--- src/rtl/ssa_defs.svh ---
// Constants for the serial port slave address and receive path.
`ifndef SSA_DEFS_SVH
`define SSA_DEFS_SVH
`define SSA_MODE_7BIT 4'h6
`define SSA_MODE_10BIT 4'h7
`define SSA_MODE_7BIT_SP 4'hE
`define SSA_MODE_10BIT_SP 4'hF
`define SSA_TEN_BIT_PREFIX 5'h1E
`define SSA_FLAG_INT_POS 3
`define SSA_BYTE_RESET 8'h00
`define SSA_BITS_PER_BYTE 4'h8
`define SSA_ACK_SLOT 4'h9
`endif

--- src/rtl/ssa_pkg.sv ---
// Types shared by the serial port slave receive path.
package ssa_pkg;
    typedef logic [7:0] ssa_byte_t;
    typedef logic [3:0] ssa_mode_t;
    typedef enum logic [2:0] {
        SSA_IDLE,
        SSA_SHIFT,
        SSA_ACK,
        SSA_HOLD,
        SSA_IGNORE
    } ssa_state_e;
endpackage

--- src/rtl/ssa_pin_if.sv ---
// Interface carrying the synchronised bus levels and detected bus events.
`timescale 1ns/100ps
interface ssa_pin_if;
    logic scl_level;
    logic sda_level;
    logic scl_rise;
    logic scl_fall;
    logic start_seen;
    logic stop_seen;
    modport source (output scl_level, sda_level, scl_rise, scl_fall, start_seen, stop_seen);
    modport sink (input scl_level, sda_level, scl_rise, scl_fall, start_seen, stop_seen);
endinterface

--- src/rtl/ssa_pin_sync.sv ---
// Two-stage synchroniser and edge, start and stop detector for the bus pins.
`timescale 1ns/100ps
module ssa_pin_sync (
    input wire logic ref_clk,
    input wire logic rst_b,
    input wire logic scl_in,
    input wire logic sda_in,
    ssa_pin_if.source pins
);
    import ssa_pkg::*;

    logic [1:0] scl_meta;
    logic [1:0] sda_meta;
    logic scl_prev;
    logic sda_prev;

    // Only the second stage and the delayed copies feed any logic.
    always_ff @(posedge ref_clk or negedge rst_b) begin
        if (!rst_b) begin
            scl_meta <= 2'b11;
            sda_meta <= 2'b11;
            scl_prev <= 1'b1;
            sda_prev <= 1'b1;
        end else begin
            scl_meta <= {scl_meta[0], scl_in};
            sda_meta <= {sda_meta[0], sda_in};
            scl_prev <= scl_meta[1];
            sda_prev <= sda_meta[1];
        end
    end

    // Start is SDA falling while SCL is high; stop is SDA rising while SCL is high.
    assign pins.scl_level = scl_meta[1];
    assign pins.sda_level = sda_meta[1];
    assign pins.scl_rise = scl_meta[1] & ~scl_prev;
    assign pins.scl_fall = ~scl_meta[1] & scl_prev;
    assign pins.start_seen = scl_meta[1] & scl_prev & sda_prev & ~sda_meta[1];
    assign pins.stop_seen = scl_meta[1] & scl_prev & ~sda_prev & sda_meta[1];
endmodule // ssa_pin_sync

--- src/rtl/ssa_slave_rx.sv ---
// Slave address recognition and receive path of the synchronous serial port.
`timescale 1ns/100ps
`include "ssa_defs.svh"
module ssa_slave_rx (
    input wire logic ref_clk,
    input wire logic rst_b,
    input wire logic scl_in,
    input wire logic sda_in,
    output logic scl_out,
    output logic scl_oe,
    output logic sda_out,
    output logic sda_oe,
    input wire logic port_enable_bit,
    input wire ssa_pkg::ssa_mode_t port_mode,
    input wire logic match_write,
    input wire ssa_pkg::ssa_byte_t match_wdata,
    input wire logic buffer_read,
    input wire logic int_flag_clear,
    input wire logic overflow_clear,
    input wire logic port_int_enable,
    output ssa_pkg::ssa_byte_t receive_buffer,
    output ssa_pkg::ssa_byte_t address_match_register,
    output logic buffer_full_flag,
    output logic receive_overflow_flag,
    output logic port_interrupt_flag,
    output logic update_address_flag,
    output logic read_write_flag,
    output logic data_address_flag,
    output logic port_irq
);
    import ssa_pkg::*;

    ssa_pin_if pins ();

    ssa_pin_sync u_sync (
        .ref_clk(ref_clk),
        .rst_b(rst_b),
        .scl_in(scl_in),
        .sda_in(sda_in),
        .pins(pins)
    );

    ssa_state_e state;
    ssa_byte_t bit_shift_register;
    logic [3:0] bit_count;
    logic ack_now;
    logic ack_accept;
    logic is_address;
    logic high_seen;
    logic want_hold;
    logic set_int;
    logic set_full;
    logic set_ovf;
    logic load_buf;
    logic set_ua;
    logic set_rw;
    logic clr_rw;

    // Mode and enable decode.
    wire ten_bit = (port_mode == `SSA_MODE_10BIT) || (port_mode == `SSA_MODE_10BIT_SP);
    wire slave_on = port_enable_bit && (ten_bit || port_mode == `SSA_MODE_7BIT
                    || port_mode == `SSA_MODE_7BIT_SP);
    wire ovf_cond = buffer_full_flag | receive_overflow_flag;
    wire [7:0] cur_byte = bit_shift_register;
    wire is_high_byte = cur_byte[7:3] == `SSA_TEN_BIT_PREFIX;
    wire match7 = cur_byte[7:1] == address_match_register[7:1];
    wire match10hi = is_high_byte && cur_byte[2:1] == address_match_register[2:1];
    wire match10lo = cur_byte == address_match_register;
    // In ten-bit mode the first byte matches on prefix and bits 2:1, the second on the whole byte or as a repeated high byte.
    wire addr_match = !ten_bit ? match7 : (high_seen ? match10lo || match10hi : match10hi);
    wire eighth_fall = pins.scl_fall && bit_count == `SSA_BITS_PER_BYTE;

    // Byte framing state machine; a Start restarts address reception whenever slave_on is set.
    always_ff @(posedge ref_clk or negedge rst_b) begin
        if (!rst_b) begin
            state <= SSA_IDLE;
            bit_shift_register <= `SSA_BYTE_RESET;
            bit_count <= 4'h0;
            ack_now <= 1'b0;
            is_address <= 1'b0;
            high_seen <= 1'b0;
            want_hold <= 1'b0;
        end else if (!slave_on) begin
            state <= SSA_IDLE;
            bit_count <= 4'h0;
            ack_now <= 1'b0;
            want_hold <= 1'b0;
            high_seen <= 1'b0;
        end else if (pins.start_seen) begin
            state <= SSA_SHIFT;
            bit_count <= 4'h0;
            ack_now <= 1'b0;
            is_address <= 1'b1;
            want_hold <= 1'b0;
        end else if (pins.stop_seen) begin
            state <= SSA_IDLE;
            ack_now <= 1'b0;
            high_seen <= 1'b0;
        end else begin
            case (state)
                SSA_SHIFT: begin
                    if (pins.scl_rise && bit_count < `SSA_BITS_PER_BYTE) begin
                        bit_shift_register <= {bit_shift_register[6:0], pins.sda_level};
                        bit_count <= bit_count + 4'h1;
                    end else if (eighth_fall) begin
                        if (is_address && !addr_match) begin
                            state <= SSA_IGNORE;
                            high_seen <= 1'b0;
                        end else begin
                            state <= SSA_ACK;
                            ack_now <= ack_accept;
                            if (is_address && ten_bit && !(high_seen && cur_byte[0])) begin
                                want_hold <= 1'b1;
                            end
                            if (is_address && ten_bit && is_high_byte && !cur_byte[0]) begin
                                high_seen <= 1'b1;
                            end
                        end
                    end
                end
                SSA_ACK: begin
                    if (pins.scl_fall) begin
                        ack_now <= 1'b0;
                        bit_count <= 4'h0;
                        state <= want_hold ? SSA_HOLD : SSA_SHIFT;
                        // The ten-bit high byte keeps the frame in address phase for the second byte.
                        is_address <= ten_bit && is_address && high_seen && want_hold
                                      && is_high_byte;
                    end
                end
                SSA_HOLD: begin
                    if (match_write) begin
                        want_hold <= 1'b0;
                        state <= SSA_SHIFT;
                    end
                end
                default: begin
                    state <= state; // Idle and ignore wait for the next Start.
                end
            endcase
        end
    end

    // Accept decisions taken at the eighth falling edge; the interrupt flag is set at the ninth.
    assign ack_accept = !ovf_cond;
    wire at_ack_end = state == SSA_ACK && pins.scl_fall;
    assign load_buf = eighth_fall && state == SSA_SHIFT && (!is_address || addr_match)
                      && !ovf_cond;
    assign set_full = load_buf;
    assign set_ovf = eighth_fall && state == SSA_SHIFT && !is_address && ovf_cond;
    assign set_int = at_ack_end;
    assign set_ua = eighth_fall && state == SSA_SHIFT && is_address && addr_match && ten_bit
                    && !(high_seen && cur_byte[0] && is_high_byte);
    assign set_rw = eighth_fall && state == SSA_SHIFT && is_address && addr_match
                    && cur_byte[0];
    assign clr_rw = eighth_fall && state == SSA_SHIFT && is_address && addr_match
                    && !cur_byte[0];

    // Status flags: hardware set wins over a firmware clear in the same cycle.
    always_ff @(posedge ref_clk or negedge rst_b) begin
        if (!rst_b) begin
            receive_buffer <= `SSA_BYTE_RESET;
            address_match_register <= `SSA_BYTE_RESET;
            buffer_full_flag <= 1'b0;
            receive_overflow_flag <= 1'b0;
            port_interrupt_flag <= 1'b0;
            update_address_flag <= 1'b0;
            read_write_flag <= 1'b0;
            data_address_flag <= 1'b0;
        end else begin
            if (load_buf) begin
                receive_buffer <= bit_shift_register;
            end
            if (match_write) begin
                address_match_register <= match_wdata;
            end
            buffer_full_flag <= set_full | (buffer_full_flag & ~buffer_read);
            receive_overflow_flag <= set_ovf | (receive_overflow_flag & ~overflow_clear);
            port_interrupt_flag <= set_int | (port_interrupt_flag & ~int_flag_clear);
            update_address_flag <= set_ua | (update_address_flag & ~match_write);
            if (set_rw) begin
                read_write_flag <= 1'b1;
            end else if (clr_rw) begin
                read_write_flag <= 1'b0;
            end
            if (eighth_fall && state == SSA_SHIFT) begin
                data_address_flag <= !is_address;
            end
        end
    end

    // Pin drivers and the gated interrupt, all registered.
    always_ff @(posedge ref_clk or negedge rst_b) begin
        if (!rst_b) begin
            sda_out <= 1'b0;
            sda_oe <= 1'b0;
            scl_out <= 1'b0;
            scl_oe <= 1'b0;
            port_irq <= 1'b0;
        end else begin
            sda_out <= 1'b0;
            sda_oe <= (state == SSA_ACK) && ack_now;
            scl_out <= 1'b0;
            scl_oe <= state == SSA_HOLD && !match_write;
            port_irq <= port_interrupt_flag & port_int_enable;
        end
    end
endmodule // ssa_slave_rx

--- config.mk ---
export PLATFORM = sky130hd
export DESIGN_NAME = ssa_slave_rx
export DESIGN_NICKNAME = d
export VERILOG_FILES = /design/src/rtl/ssa_pkg.sv /design/src/rtl/ssa_pin_if.sv /design/src/rtl/ssa_pin_sync.sv /design/src/rtl/ssa_slave_rx.sv
export VERILOG_INCLUDE_DIRS = /design/src /design/src/rtl
export SDC_FILE = /design/constraint.sdc
export NUM_CORES = 1
export LEC_CHECK = 0
export ABC_AREA = 1
export BUFFER_PORTS_ARGS = -buffer_cell sky130_fd_sc_hd__buf_2
export CAP_MARGIN = 20
export CORE_MARGIN = 4
export CORE_UTILIZATION = 50
export CTS_CLUSTER_DIAMETER = 80
export CTS_CLUSTER_SIZE = 40
export DETAILED_ROUTE_END_ITERATION = 8
export PLACE_DENSITY = 0.75
export SYNTH_ARGS = -nofsm -noshare
export SYNTH_HDL_FRONTEND = slang
export SYNTH_SLANG_ARGS = --single-unit
export TNS_END_PERCENT = 20
--- constraint.sdc ---
create_clock -name ref_clk -period 1.96 [get_ports ref_clk]
set_clock_uncertainty 0.05 [all_clocks]
set_input_delay 0 -clock ref_clk [delete_from_list [all_inputs] [get_ports ref_clk]]
set_output_delay 0 -clock ref_clk [all_outputs]
set_load 0.02 [all_outputs]
# Word-level counts from Yosys, hierarchy flattened
# Index checks and enable logic that the tools add are counted.
# W data, S select, Z words.
# totals
output_inout_bits,27
reg_bits,50
inputBits,22
elab_cells,185
# op_classes
n_mux,49
n_lt_le_gt_ge,1
n_bitwise,27
n_reduce_logical,50
addsub,1
eq_ne,35
# ops
cell,n
$mux W1,31
$logic_and A1 B1 Y1,28
$ne A4 B4 Y1 const B,7
$ne A5 B5 Y1 const B,5
$mux W3,8
$mux W4,5
$reduce_and A5 Y1,4
$and A1 B1 Y1,12
$eq A4 B4 Y1 const B,3
$ne A4 B2 Y1 const B,3
$not A1 Y1,10
$pmux W3 S3,1
$eq A4 B3 Y1 const B,2
$eq A8 B8 Y1,1
$pmux W4 S2,1
$reduce_and A4 Y1,2
$eq A7 B7 Y1,1
$logic_not A1 Y1,7
$reduce_and A7 Y1,1
$eq A3 B2 Y1 const B,2
$ne A3 B2 Y1 const B,2
$ne A3 B3 Y1 const B,2
$ne A6 B3 Y1 const B,1
$reduce_bool A2 Y1,3
11 further kinds,21

# Logic depth before layout (Yosys ltp)
# Gate-level depths: netlist of the first run.
# logic_depth
word_depth,14
ltp_mapped,13

# Cells and area by module
# From an unflattened synthesis of the first run, not the netlist that was laid out.
# hier_totals
cells_unflattened,300
area_unflattened_um2,2478.6
# modules_own_cells
module,area_each_um2,n_inst,cells_each
ssa_slave_rx,2279.7,1,283
ssa_pin_sync,198.9,1,17

# Least setup slack after synthesis of the first run
# Ideal clock, no wire load.
# synth_timing
kind,reg2reg
start,register u_sync.scl_meta[1]
end,register bit_count[2]
setup_time_ns,0.130
path_stages_with_launch,10
t_arrival_ns,1.465
required_ns,1.780
path_slack_ns,0.315
synth_period_minus_slack_ns,1.645
n_path_buf,1
path_cell_list,dfstp_2 inv_1 nand2_1 inv_1 nand2_1 nand2_1 or3_1 buf_6 a21oi_1 nor3_2
# synth_between
elab_chain_len,5
# synth_rtl
item,line,source
from (decl),ssa_pin_sync.sv:12,logic [1:0] scl_meta;
from (signal assigned),ssa_pin_sync.sv:25,"scl_meta <= {scl_meta[0], scl_in};"
$and A1 B1 Y1,"ssa_pin_sync.sv:37, ssa_pin_sync.sv:38",
"$and A1 B1 Y1, on equally long branches (2 in a row)","ssa_pin_sync.sv:37, ssa_pin_sync.sv:38",
$ne A4 B2 Y1 (no line) (tied with other cells),n/a,
$reduce_and A4 Y1 (no line) or $mux W4 (tied branches),n/a,
to (signal assigned),ssa_slave_rx.sv:104,bit_count <= bit_count + 4'h1;
to (decl),ssa_slave_rx.sv:45,logic [3:0] bit_count;
# Parallel ways exist; a longest one is shown, timed or not.
# A chain may end at the register's enable or synchronous reset.

# Worst setup path in the final report of the first run
# Same ends and word-level chain as after synthesis.

==> key figures, run 1 <==
Global route
  – First-pass GRT wire length: about 8900 um
  – Gr ovfl total: 0
  – Total track usage: 0.185
  – Vias in the first global route: slightly below 2000
  – Initial antenna violation count: 0
  – Largest net degree at the start of global routing: 35

Logic synthesis
  – Most common cell in the netlist: nand2_1
  – #FFs+latches synth: 50
  – Mapped Cells: ~280
  – Top cell type's share of synthesized area: 0.459
  – Mapped cell area: 2400 um2
  – Largest cells by area after synthesis: dfrtp_1 46%, nand2_1 12%, dfstp_2 6.6%, inv_1 5.9%, o21ai_0 5.2%
  – Unique masters post-synth: 37
  – Yosys top cell by area: dfrtp_1
  – Most common library cells after synthesis: 76 x nand2_1, 44 x dfrtp_1, 38 x inv_1, 25 x o21ai_0, 18 x nor2_1
  – Dominant synthesized flop cell: dfrtp_1
  – EDFF count, synth: 0
  – Post-synthesis async set-or-reset flop share: 1.00
  – Part of the Yosys area used for sequential elements: 0.525
  – Mean Syn Cell Area: 8.51 um2
  – Synth warn: 0

STA
  – Slew Limit Fails: 0
  – Worst-Margin Slew: between 700 and 800 ps
  – Final setup vio count: 0
  – F_max: 0.551 GHz
  – Final min period: approximately 1800 ps
  – Final setup margin: 147 ps
  – TNS Setup: 0 ps
  – Fin. Hold Viols: 0
  – WHS: 12.5 ps
  – Max transition margin: 0.502
  – Final Cycle Share: 0.925

Routing
  – DR vias: between 2000 and 2500
  – DRC marker count from the first detailed-route iteration: 189
  – Wire per inst: 12.5 um
  – Detailed Routing Iterations Pass 1: 5
  – DR vias/cell: 5.03
  – Antenna Nets Post-Route: 0
  – Drt drc: 0
  – WL final: 5020 um

Cells and area
  – Design area: between 2000 and 3000 um2
  – Antenna fix cells: 0
  – Final #Nets: ~370
  – Post-Layout Cell Count: 401
  – Share of cells above drive strength 1: 0.258
  – Area Growth Syn to Fin: 21.9%

Worst hold path
  – Worst Hold End: address_match_register[1]$_DFFE_PN0P_
  – Hold Crit Start: match_write
  – Worst min-delay path class: input pin to register
  – Hold depth: 3

Critical path
  – CP Capture Type: register
  – Arr. time, crit path: about 2000 ps
  – R2R Path Start: u_sync.scl_meta[1]$_DFF_PN1_
  – CP max FO: 7
  – Reg2reg setup slack: between 100 and 150 ps
  – CP required: 2090 ps
  – R2R Path End: bit_count[2]$_DFFE_PN0P_
  – Crit path kind: register to register
  – R2r worst-path depth: 8
  – Crit start category: register

Power and ir drop
  – Static Leak: 1.48 nW
  – Peak supply drop: 487 uV
  – PD cells: 670 nW/um2

Clock network
  – CTS H-Tree Depth: 2
  – Root Driver: clkbuf_8
  – Clock slew at reported path FFs: about 90 ps
  – CTS max path bufs: 2
  – Clock sinks: 50
  – TritonCTS clock tree: yes
  – Post-CTS setup buffer count: 0
  – CTS Buf Count: 5
  – Clk_lat worst skew: approximately 300 ps

Die
  – I/O pin cnt: 49
  – Die Ht: 77.3 um
  – Die area: roughly 6000 um2
  – Row count: 24
  – Starting density of the core: 0.532
  – Core footprint: 4500 um2
  – Die width: a little under 80 um

Placement
  – Gpl congestion: 0.948
  – # port buffers: 45
  – Dpl cells: 378
  – DP HPWL: 3670 um
  – Area after DPL: 2680 um2
  – Dpl ws: around 220 ps

Flow run
  – Max-Cap Viols: 0

Run status
  – Status: finished clean
-- cells in the final DEF, fill, tap and decap left out, drive strengths merged, types with 7 or more instances in the layout --
master,synthesis,final
dlygate4sd3,0,15
o21ai,33,33
nand4,8,8
buf,5,49
nand3,13,13
inv,45,45
dfrtp,44,44
nor2,22,22
nand2,79,79
a21oi,7,7
-- sequential cells by signal, summed over array words and instances, names as in the netlist, 2 cells and up --
name and count:
u_sync.scl_meta 2, bit_shift_register 8, address_match_register 8, state 3
u_sync.sda_meta 2, bit_count 4, receive_buffer 8
-- logic make-up (layout without fill, tap and decap cells) --
group,count (synthesis),count (layout),share of synthesized area
adders and majority gates,2,2,0.0104
and+or+nand+nor,129,129,0.249
buffers and inverters,51,117,0.0897
other,1,2,0.00156
AOI/OAI and AO/OA,47,47,0.117
xor gates and xnor gates,2,2,0.00730
DFF,50,50,0.525
-- what timing repair did --
item / CTS / global route
hold buffers: 15 / 0
gates resized for setup: 0 / 1
endpoints found under the setup margin: 0 / 2
endpoints found under the hold margin: 40 / 0
-- report_power, final --
group | internal, mW | switching, mW
registers | 1.07 | 0.0328
logic | 0.0917 | 0.150
clock network | 0.284 | 0.330
-- layout make-up --
type | count | area, um2
Tap cell | 52 | 65.1
Multi-Input combinational cell | 182 | 931
Timing Repair Buffer | 64 | 405
Clock inverter | 2 | 12.5
Clock buffer | 6 | 82.6
Inverter | 45 | 169
Sequential cell | 50 | 1260
Fill cell | 386 | 1580
-- how the worst max path moves through the flow --
stage / depth (start not counted) / to / slack, ps / startpoint
floorplan: 9 / bit_count[2]$_DFFE_PN0P_ / 320 / u_sync.scl_meta[1]$_DFF_PN1_
global placement: 8 / bit_count[2]$_DFFE_PN0P_ / 230 / u_sync.scl_meta[1]$_DFF_PN1_
detailed placement: 8 / bit_count[2]$_DFFE_PN0P_ / 220 / u_sync.scl_meta[1]$_DFF_PN1_
CTS: 8 / bit_count[2]$_DFFE_PN0P_ / 180 / u_sync.scl_meta[1]$_DFF_PN1_
global route: 10 / ack_now$_DFFE_PN0P_ / -6 / bit_count[0]$_DFFE_PN0P_
finish: 8 / bit_count[2]$_DFFE_PN0P_ / 150 / u_sync.scl_meta[1]$_DFF_PN1_
-- critical path: stages (launching register included) --
cell and delay, ps:
dfstp_2 560, inv_1 50, nand2_1 100, inv_1 70, nand2_1 80, nand2_1 90, or3_1 430, a21oi_1 210
nor3_2 50
-- metal layers --
metal	up-vias	track usage	part of all wire
li1	1024	-	-
met2	68	0.288	0.48
met5	-	0	0
met1	920	0.259	0.44
met4	0	0.0516	0.0098
met3	5	0.0410	0.072
-- through the flow --
step                      utilization  power (mW)
final                           0.649        1.96
after global routing            0.649        2.07
after CTS                       0.649        1.98
after detailed placement        0.594        1.34
after global placement          0.594        1.33
after floorplan                     -        1.25
Power figures use the tool's default switching activity.
==> run 2, diff against run 1 <==
--- a/config.mk
+++ b/config.mk
@@ -10,11 +10,12 @@
 export BUFFER_PORTS_ARGS = -buffer_cell sky130_fd_sc_hd__buf_2
 export CAP_MARGIN = 20
 export CORE_MARGIN = 4
-export CORE_UTILIZATION = 50
+export CORE_UTILIZATION = 45
 export CTS_CLUSTER_DIAMETER = 80
 export CTS_CLUSTER_SIZE = 40
 export DETAILED_ROUTE_END_ITERATION = 8
-export PLACE_DENSITY = 0.75
+export PLACE_DENSITY = 0.69
+export SKIP_CTS_REPAIR_TIMING = 1
 export SYNTH_ARGS = -nofsm -noshare
 export SYNTH_HDL_FRONTEND = slang
 export SYNTH_SLANG_ARGS = --single-unit
==> key figures, run 2 (synthesis gave the netlist of run 1 again) <==
Routing
  – Wire per inst: 12.3 um (-1.5%)
  – DR vias/cell: 4.72 (-6.1%)
  – WL final: 5180 um (+3.2%)
  – Drt drc: 0 (unchanged)
  – DRC marker count from the first detailed-route iteration: 137 (-28%)
  – DR vias: 1984 (-1.6%)
  – Antenna Nets Post-Route: 0 (unchanged)
  – Detailed Routing Iterations Pass 1: 4 (-1)

Power and ir drop
  – PD cells: 692 nW/um2 (+3.2%)
  – Total power: 2.06 mW (+5.3%)
  – Static Leak: 1.50 nW (+1.5%)
  – Peak supply drop: 370 uV (-24%)

Die
  – I/O pin cnt: 49 (unchanged)
  – Die Ht: 81.0 um (+4.8%)
  – Starting density of the core: 0.467 (-0.0658)
  – Core footprint: 5140 um2 (+14%)
  – Die area: 6560 um2 (+9.9%)
  – Row count: 26 (+8.3%)
  – Die width: 81.0 um (+4.8%)

Critical path
  – Critical-path top delay cell: dfrtp_1
  – CP max stage delay: 400 ps (-160 ps)
  – Family with the most delay on the worst path: simple AND/OR/NAND/NOR gates
  – Most Frequent Cell on Critical Path: inv_1
  – Crit start category: register
  – CP max FO: 5 (-2)
  – CP Capture Type: register
  – Arr. time, crit path: 1930 ps (-20 ps)
  – Worst-path cell chain: inv_1, ha_1, nand3_1, nor2_1, inv_1, nor2_4, inv_1, a21oi_2, nand3_1, a21boi_1
  – Buf+Inv Stages, Crit Path: 3 (+1)
  – CP required: 2140 ps (+50 ps)
  – Crit path kind: register to register

Placement
  – Dpl ws: 190 ps (-27.6 ps)
  – Gpl congestion: 0.874 (-7.8%)
  – # port buffers: 45 (unchanged)
  – DP HPWL: 3870 um (+5.5%)

STA
  – WHS: -5.58 ps (-18.1 ps)
  – Final setup margin: 212 ps (+65.1 ps)
  – Slew Limit Fails: 0 (unchanged)
  – Worst-Margin Slew: 557 ps (-190 ps)
  – Final setup vio count: 0 (unchanged)
  – Fin. Hold Viols: 2 (+2)
  – Max transition margin: 0.629 (+0.127)
  – F_max: 0.572 GHz (+3.7%)
  – Final min period: 1750 ps (-65.1 ps)
  – TNS Setup: 0 ps (unchanged)
  – RSZ-0062 raised after global routing: false
  – Final Cycle Share: 0.892 (-0.0332)

Global route
  – Largest net degree at the start of global routing: 28 (-20%)
  – Total track usage: 0.178 (-0.00633)
  – Vias in the first global route: 1896 (-2.8%)
  – First-pass GRT wire length: 8910 um (unchanged)
  – Gr ovfl total: 0 (unchanged)
  – Initial antenna violation count: 0 (unchanged)

Cells and area
  – Area Growth Syn to Fin: 24.4%
  – Share of cells above drive strength 1: 0.260 (+0.00212)
  – Commonest non-fill, non-tap cell in the layout: nand2_1
  – Area of the multi-input gates: 933 um2 (+0.27%)
  – Core Util, Final: 0.580 (-0.0688)
  – Register area: 1260 um2 (unchanged)
  – Antenna fix cells: 0 (unchanged)
  – Top flop regs: address_match_register (8), bit_shift_register (8), receive_buffer (8)
  – FILL cells: 474 (+23%)
  – Highest-count cells in the layout ignoring fill and taps: 76 x nand2_1, 45 x buf_2, 44 x dfrtp_1
  – Final #Nets: 373 (+0.27%)

Run status
  – Status: complete, but fails checks
  – Failing checks: negative hold slack

Clock network
  – Clock slew at reported path FFs: 90 ps (about the same)
  – CTS H-Tree Depth: 2 (unchanged)
  – CTS Buf Count: 5 (unchanged)
  – CTS max path bufs: 2 (unchanged)
  – TritonCTS clock tree: yes
  – Root Driver: clkbuf_8
  – Clock sinks: 50 (unchanged)
  – Clk_lat worst skew: 300 ps (about the same)

Worst hold path
  – Worst min-delay path class: input pin to register

Flow run
  – Max-Cap Viols: 0 (unchanged)
run 2: changes by cell type in the layout (fill, tap and decap cells not counted):
cell,change
clkinvlp_4,-1
nor2_2,-1
clkinv_2,+1
or3_1,-1
clkbuf_8,-1
or3_4,+1
nor2_1,+1
buf_12,+1
bufinv_16,+1
run 2: worst min-delay path: stages:
cell     delay, ps
buf_2          190
nand2_1         80
nand2_1         40
run 2: final cells by class:
type | count | area share
clock inverters | 3 | 0.0134
well taps | 70 | 0.0294
multi-input cells | 182 | 0.313
repair buffers | 65 | 0.143
inverters | 45 | 0.0566
flip-flops and latches | 50 | 0.422
clock buffers | 5 | 0.0231
run 2: where the power goes:
group          leakage, nW  switching (mW)  internal [mW]
Combinational        0.780           0.149         0.0959
Sequential           0.660          0.0340           1.07
Clock               0.0579           0.338          0.376
run 2: worst paths after layout:
kind                                                   start  slack [ps]  cells after the start                                    end
worst max-delay path                bit_count[0]$_DFFE_PN0P_         210                     10                    ack_now$_DFFE_PN0P_
worst min-delay path                             match_write          -6                      3  address_match_register[2]$_DFFE_PN0P_
worst max register to register      bit_count[0]$_DFFE_PN0P_         210                     10                    ack_now$_DFFE_PN0P_
worst min register to register  u_sync.scl_meta[0]$_DFF_PN1_         310                      0           u_sync.scl_meta[1]$_DFF_PN1_
max in group asynchronous                              rst_b        1170                      3      bit_shift_register[5]$_DFFE_PN0P_
min in group asynchronous                              rst_b         160                      2               bit_count[2]$_DFFE_PN0P_
run 2: metal layers:
metal  vias to the layer above  GRT usage  wire, um  share of wire
met4                         0     0.0659       101          0.020
met5                         -          0         0              0
met3                         9     0.0310       260          0.050
li1                       1025          -         -              -
met2                        42      0.264      2290           0.44
met1                       908      0.262      2530           0.49
run 2: per-stage QoR:
step	std cells	area (um2)	hold WS, ps
global placement	397	2720	-28.3
finish	420	2980	-5.58
global route	420	2980	36.6
CTS	405	2830	-353
floorplan	283	2400	-346
detailed placement	397	2720	-23.6
==> run 3, diff against run 2 <==
--- a/config.mk
+++ b/config.mk
@@ -10,11 +10,11 @@
 export BUFFER_PORTS_ARGS = -buffer_cell sky130_fd_sc_hd__buf_2
 export CAP_MARGIN = 20
 export CORE_MARGIN = 4
-export CORE_UTILIZATION = 45
+export CORE_UTILIZATION = 40
 export CTS_CLUSTER_DIAMETER = 80
 export CTS_CLUSTER_SIZE = 40
 export DETAILED_ROUTE_END_ITERATION = 8
-export PLACE_DENSITY = 0.69
+export PLACE_DENSITY = 0.62
 export SKIP_CTS_REPAIR_TIMING = 1
 export SYNTH_ARGS = -nofsm -noshare
 export SYNTH_HDL_FRONTEND = slang
==> key figures, run 3 (synthesis gave the netlist of run 1 again) <==
Die
  – Die Ht: 85.4 um (+5.5%)
  – Core footprint: 5680 um2 (+10%)
  – Row count: 27 (+3.8%)
  – Die area: 7300 um2 (+11%)
  – Starting density of the core: 0.423 (-0.0440)
  – I/O pin cnt: 49 (unchanged)
  – Die width: 85.4 um (+5.5%)

STA
  – Final setup margin: 165 ps (-46.7 ps)
  – Slew Limit Fails: 0 (unchanged)
  – Final setup vio count: 0 (unchanged)
  – WHS: 17.9 ps (+23.4 ps)
  – Fin. Hold Viols: 0 (-2)
  – Final min period: 1790 ps (+46.7 ps)
  – RSZ-0062 raised after global routing: false
  – TNS Setup: 0 ps (unchanged)
  – F_max: 0.557 GHz (-2.6%)
  – Final Cycle Share: 0.916 (+0.0238)

Cells and area
  – Core Util, Final: 0.528 (-0.0528)
  – Share of cells above drive strength 1: 0.255 (-0.00499)
  – Antenna fix cells: 0 (unchanged)
  – FILL cells: 577 (+22%)
  – Final #Nets: 372 (-0.27%)
  – Commonest non-fill, non-tap cell in the layout: nand2_1
  – Top flop regs: address_match_register (8), bit_shift_register (8), receive_buffer (8)
  – Highest-count cells in the layout ignoring fill and taps: 76 x nand2_1, 45 x buf_2, 44 x dfrtp_1
  – Area Growth Syn to Fin: 24.8%

Power and ir drop
  – Sw power: 0.518 mW (-0.48%)
  – Clock Power Share: 0.396 (+0.050)
  – PD cells: 743 nW/um2 (+7.4%)
  – Static Leak: 1.50 nW (+0.19%)
  – Cell-internal power: 1.71 mW (+11%)
  – Reg power frac: 0.496 (-0.039)
  – Combinational Power Share: 0.108 (-0.011)
  – Sw Ratio: 0.233 (-0.0195)
  – Peak supply drop: 412 uV (+11%)
  – Total power: 2.22 mW (+7.8%)

Routing
  – DR vias/cell: 4.78 (+1.3%)
  – WL final: 5160 um (-0.42%)
  – DR vias: 2014 (+1.5%)
  – Wire per inst: 12.2 um (-0.66%)
  – Drt drc: 0 (unchanged)
  – Detailed Routing Iterations Pass 1: 4 (unchanged)
  – Antenna Nets Post-Route: 0 (unchanged)
  – DRC marker count from the first detailed-route iteration: 136 (-0.73%)

Global route
  – First-pass GRT wire length: 8560 um (-3.9%)
  – Vias in the first global route: 1826 (-3.7%)
  – Largest net degree at the start of global routing: 19 (-32%)
  – Total track usage: 0.147 (-0.0318)
  – Gr ovfl total: 0 (unchanged)
  – Initial antenna violation count: 0 (unchanged)

Critical path
  – Most Frequent Cell on Critical Path: nand2_1
  – CP max FO: 7 (+2)
  – Critical-path top delay cell: dfstp_2
  – Buf+Inv Stages, Crit Path: 2 (-1)
  – Arr. time, crit path: 1930 ps (about the same)
  – CP required: 2090 ps (-50 ps)
  – Crit path kind: register to register
  – Worst-path cell chain: inv_1, nand2_1, inv_1, nand2_1, nand2_1, or3_1, a21oi_1, nor3_2
  – CP Capture Type: register
  – Crit start category: register
  – CP max stage delay: 560 ps (+160 ps)
  – Family with the most delay on the worst path: simple AND/OR/NAND/NOR gates
  – CP startpoint: u_sync.scl_meta[1]$_DFF_PN1_
  – R2R Path Start: u_sync.scl_meta[1]$_DFF_PN1_

Worst hold path
  – Hold Crit Start: match_write
  – Worst min-delay path class: input pin to register

Clock network
  – Root Driver: clkbuf_8
  – Clock slew at reported path FFs: 90 ps (about the same)
  – CTS H-Tree Depth: 2 (unchanged)
  – Clk_lat worst skew: 300 ps (about the same)
  – Clock sinks: 50 (unchanged)
  – TritonCTS clock tree: yes
  – CTS max path bufs: 2 (unchanged)
  – CTS Buf Count: 5 (unchanged)

Placement
  – Gpl congestion: 0.857 (-1.9%)
  – DP HPWL: 3850 um (-0.58%)
  – # port buffers: 45 (unchanged)
  – Dpl ws: 181 ps (-9.43 ps)

Flow run
  – Max-Cap Viols: 0 (unchanged)

Run status
  – Status: finished clean
==> run 3: path summary, 6_finish.rpt <==
| path | end | slack, ps | cells after the start |
|---|---|---|---|
| worst max-delay path | bit_count[2]$_DFFE_PN0P_ | 170 | 8 |
| worst min-delay path | address_match_register[1]$_DFFE_PN0P_ | 20 | 3 |
| worst max register to register | bit_count[2]$_DFFE_PN0P_ | 170 | 8 |
| worst min register to register | u_sync.sda_meta[1]$_DFF_PN1_ | 310 | 0 |
| max in group asynchronous | u_sync.scl_meta[1]$_DFF_PN1_ | 1110 | 3 |
| min in group asynchronous | address_match_register[7]$_DFFE_PN0P_ | 100 | 2 |
==> run 3: cell type report <==
class,instances,area [um2],area share
multi-input combinational,182,928,0.310
clock buffer,6,82.6,0.0276
clock inverter,2,60.1,0.0201
sequential,50,1260,0.420
inverter,45,169,0.0564
timing repair buffer,64,405,0.135
tap,72,90.1,0.0301
==> run 3: routing by layer <==
layer | global-route usage | wire (um) | up-vias
li1 | - | - | 1026
met1 | 0.210 | 2550 | 931
met2 | 0.215 | 2230 | 49
met3 | 0.0350 | 277 | 8
met4 | 0.0518 | 101 | 0
met5 | 0 | 0 | -
==> run 3: stage by stage <==
step	std cells	instance area (um2)
detailed placement	398	2700
finish	421	2990
global placement	398	2700
CTS	406	2840
global route	421	2990
floorplan	283	2400
==> run 3: power groups by stage <==
stage               clock network [mW]  registers (mW)  logic, mW
global placement                     0            1.12      0.217
finish                           0.881            1.10      0.240
global route                     0.959            1.11      0.272
detailed placement                   0            1.12      0.220
floorplan                            0            1.14      0.114
CTS                              0.899            1.10      0.221
==> run 3: worst reg2reg max path, delay by kind of cell, from the launching register on <==
family,cells,cell delay [ps]
compound gates,1,200
flops,1,560
simple gates,5,740
buf+inv,2,120
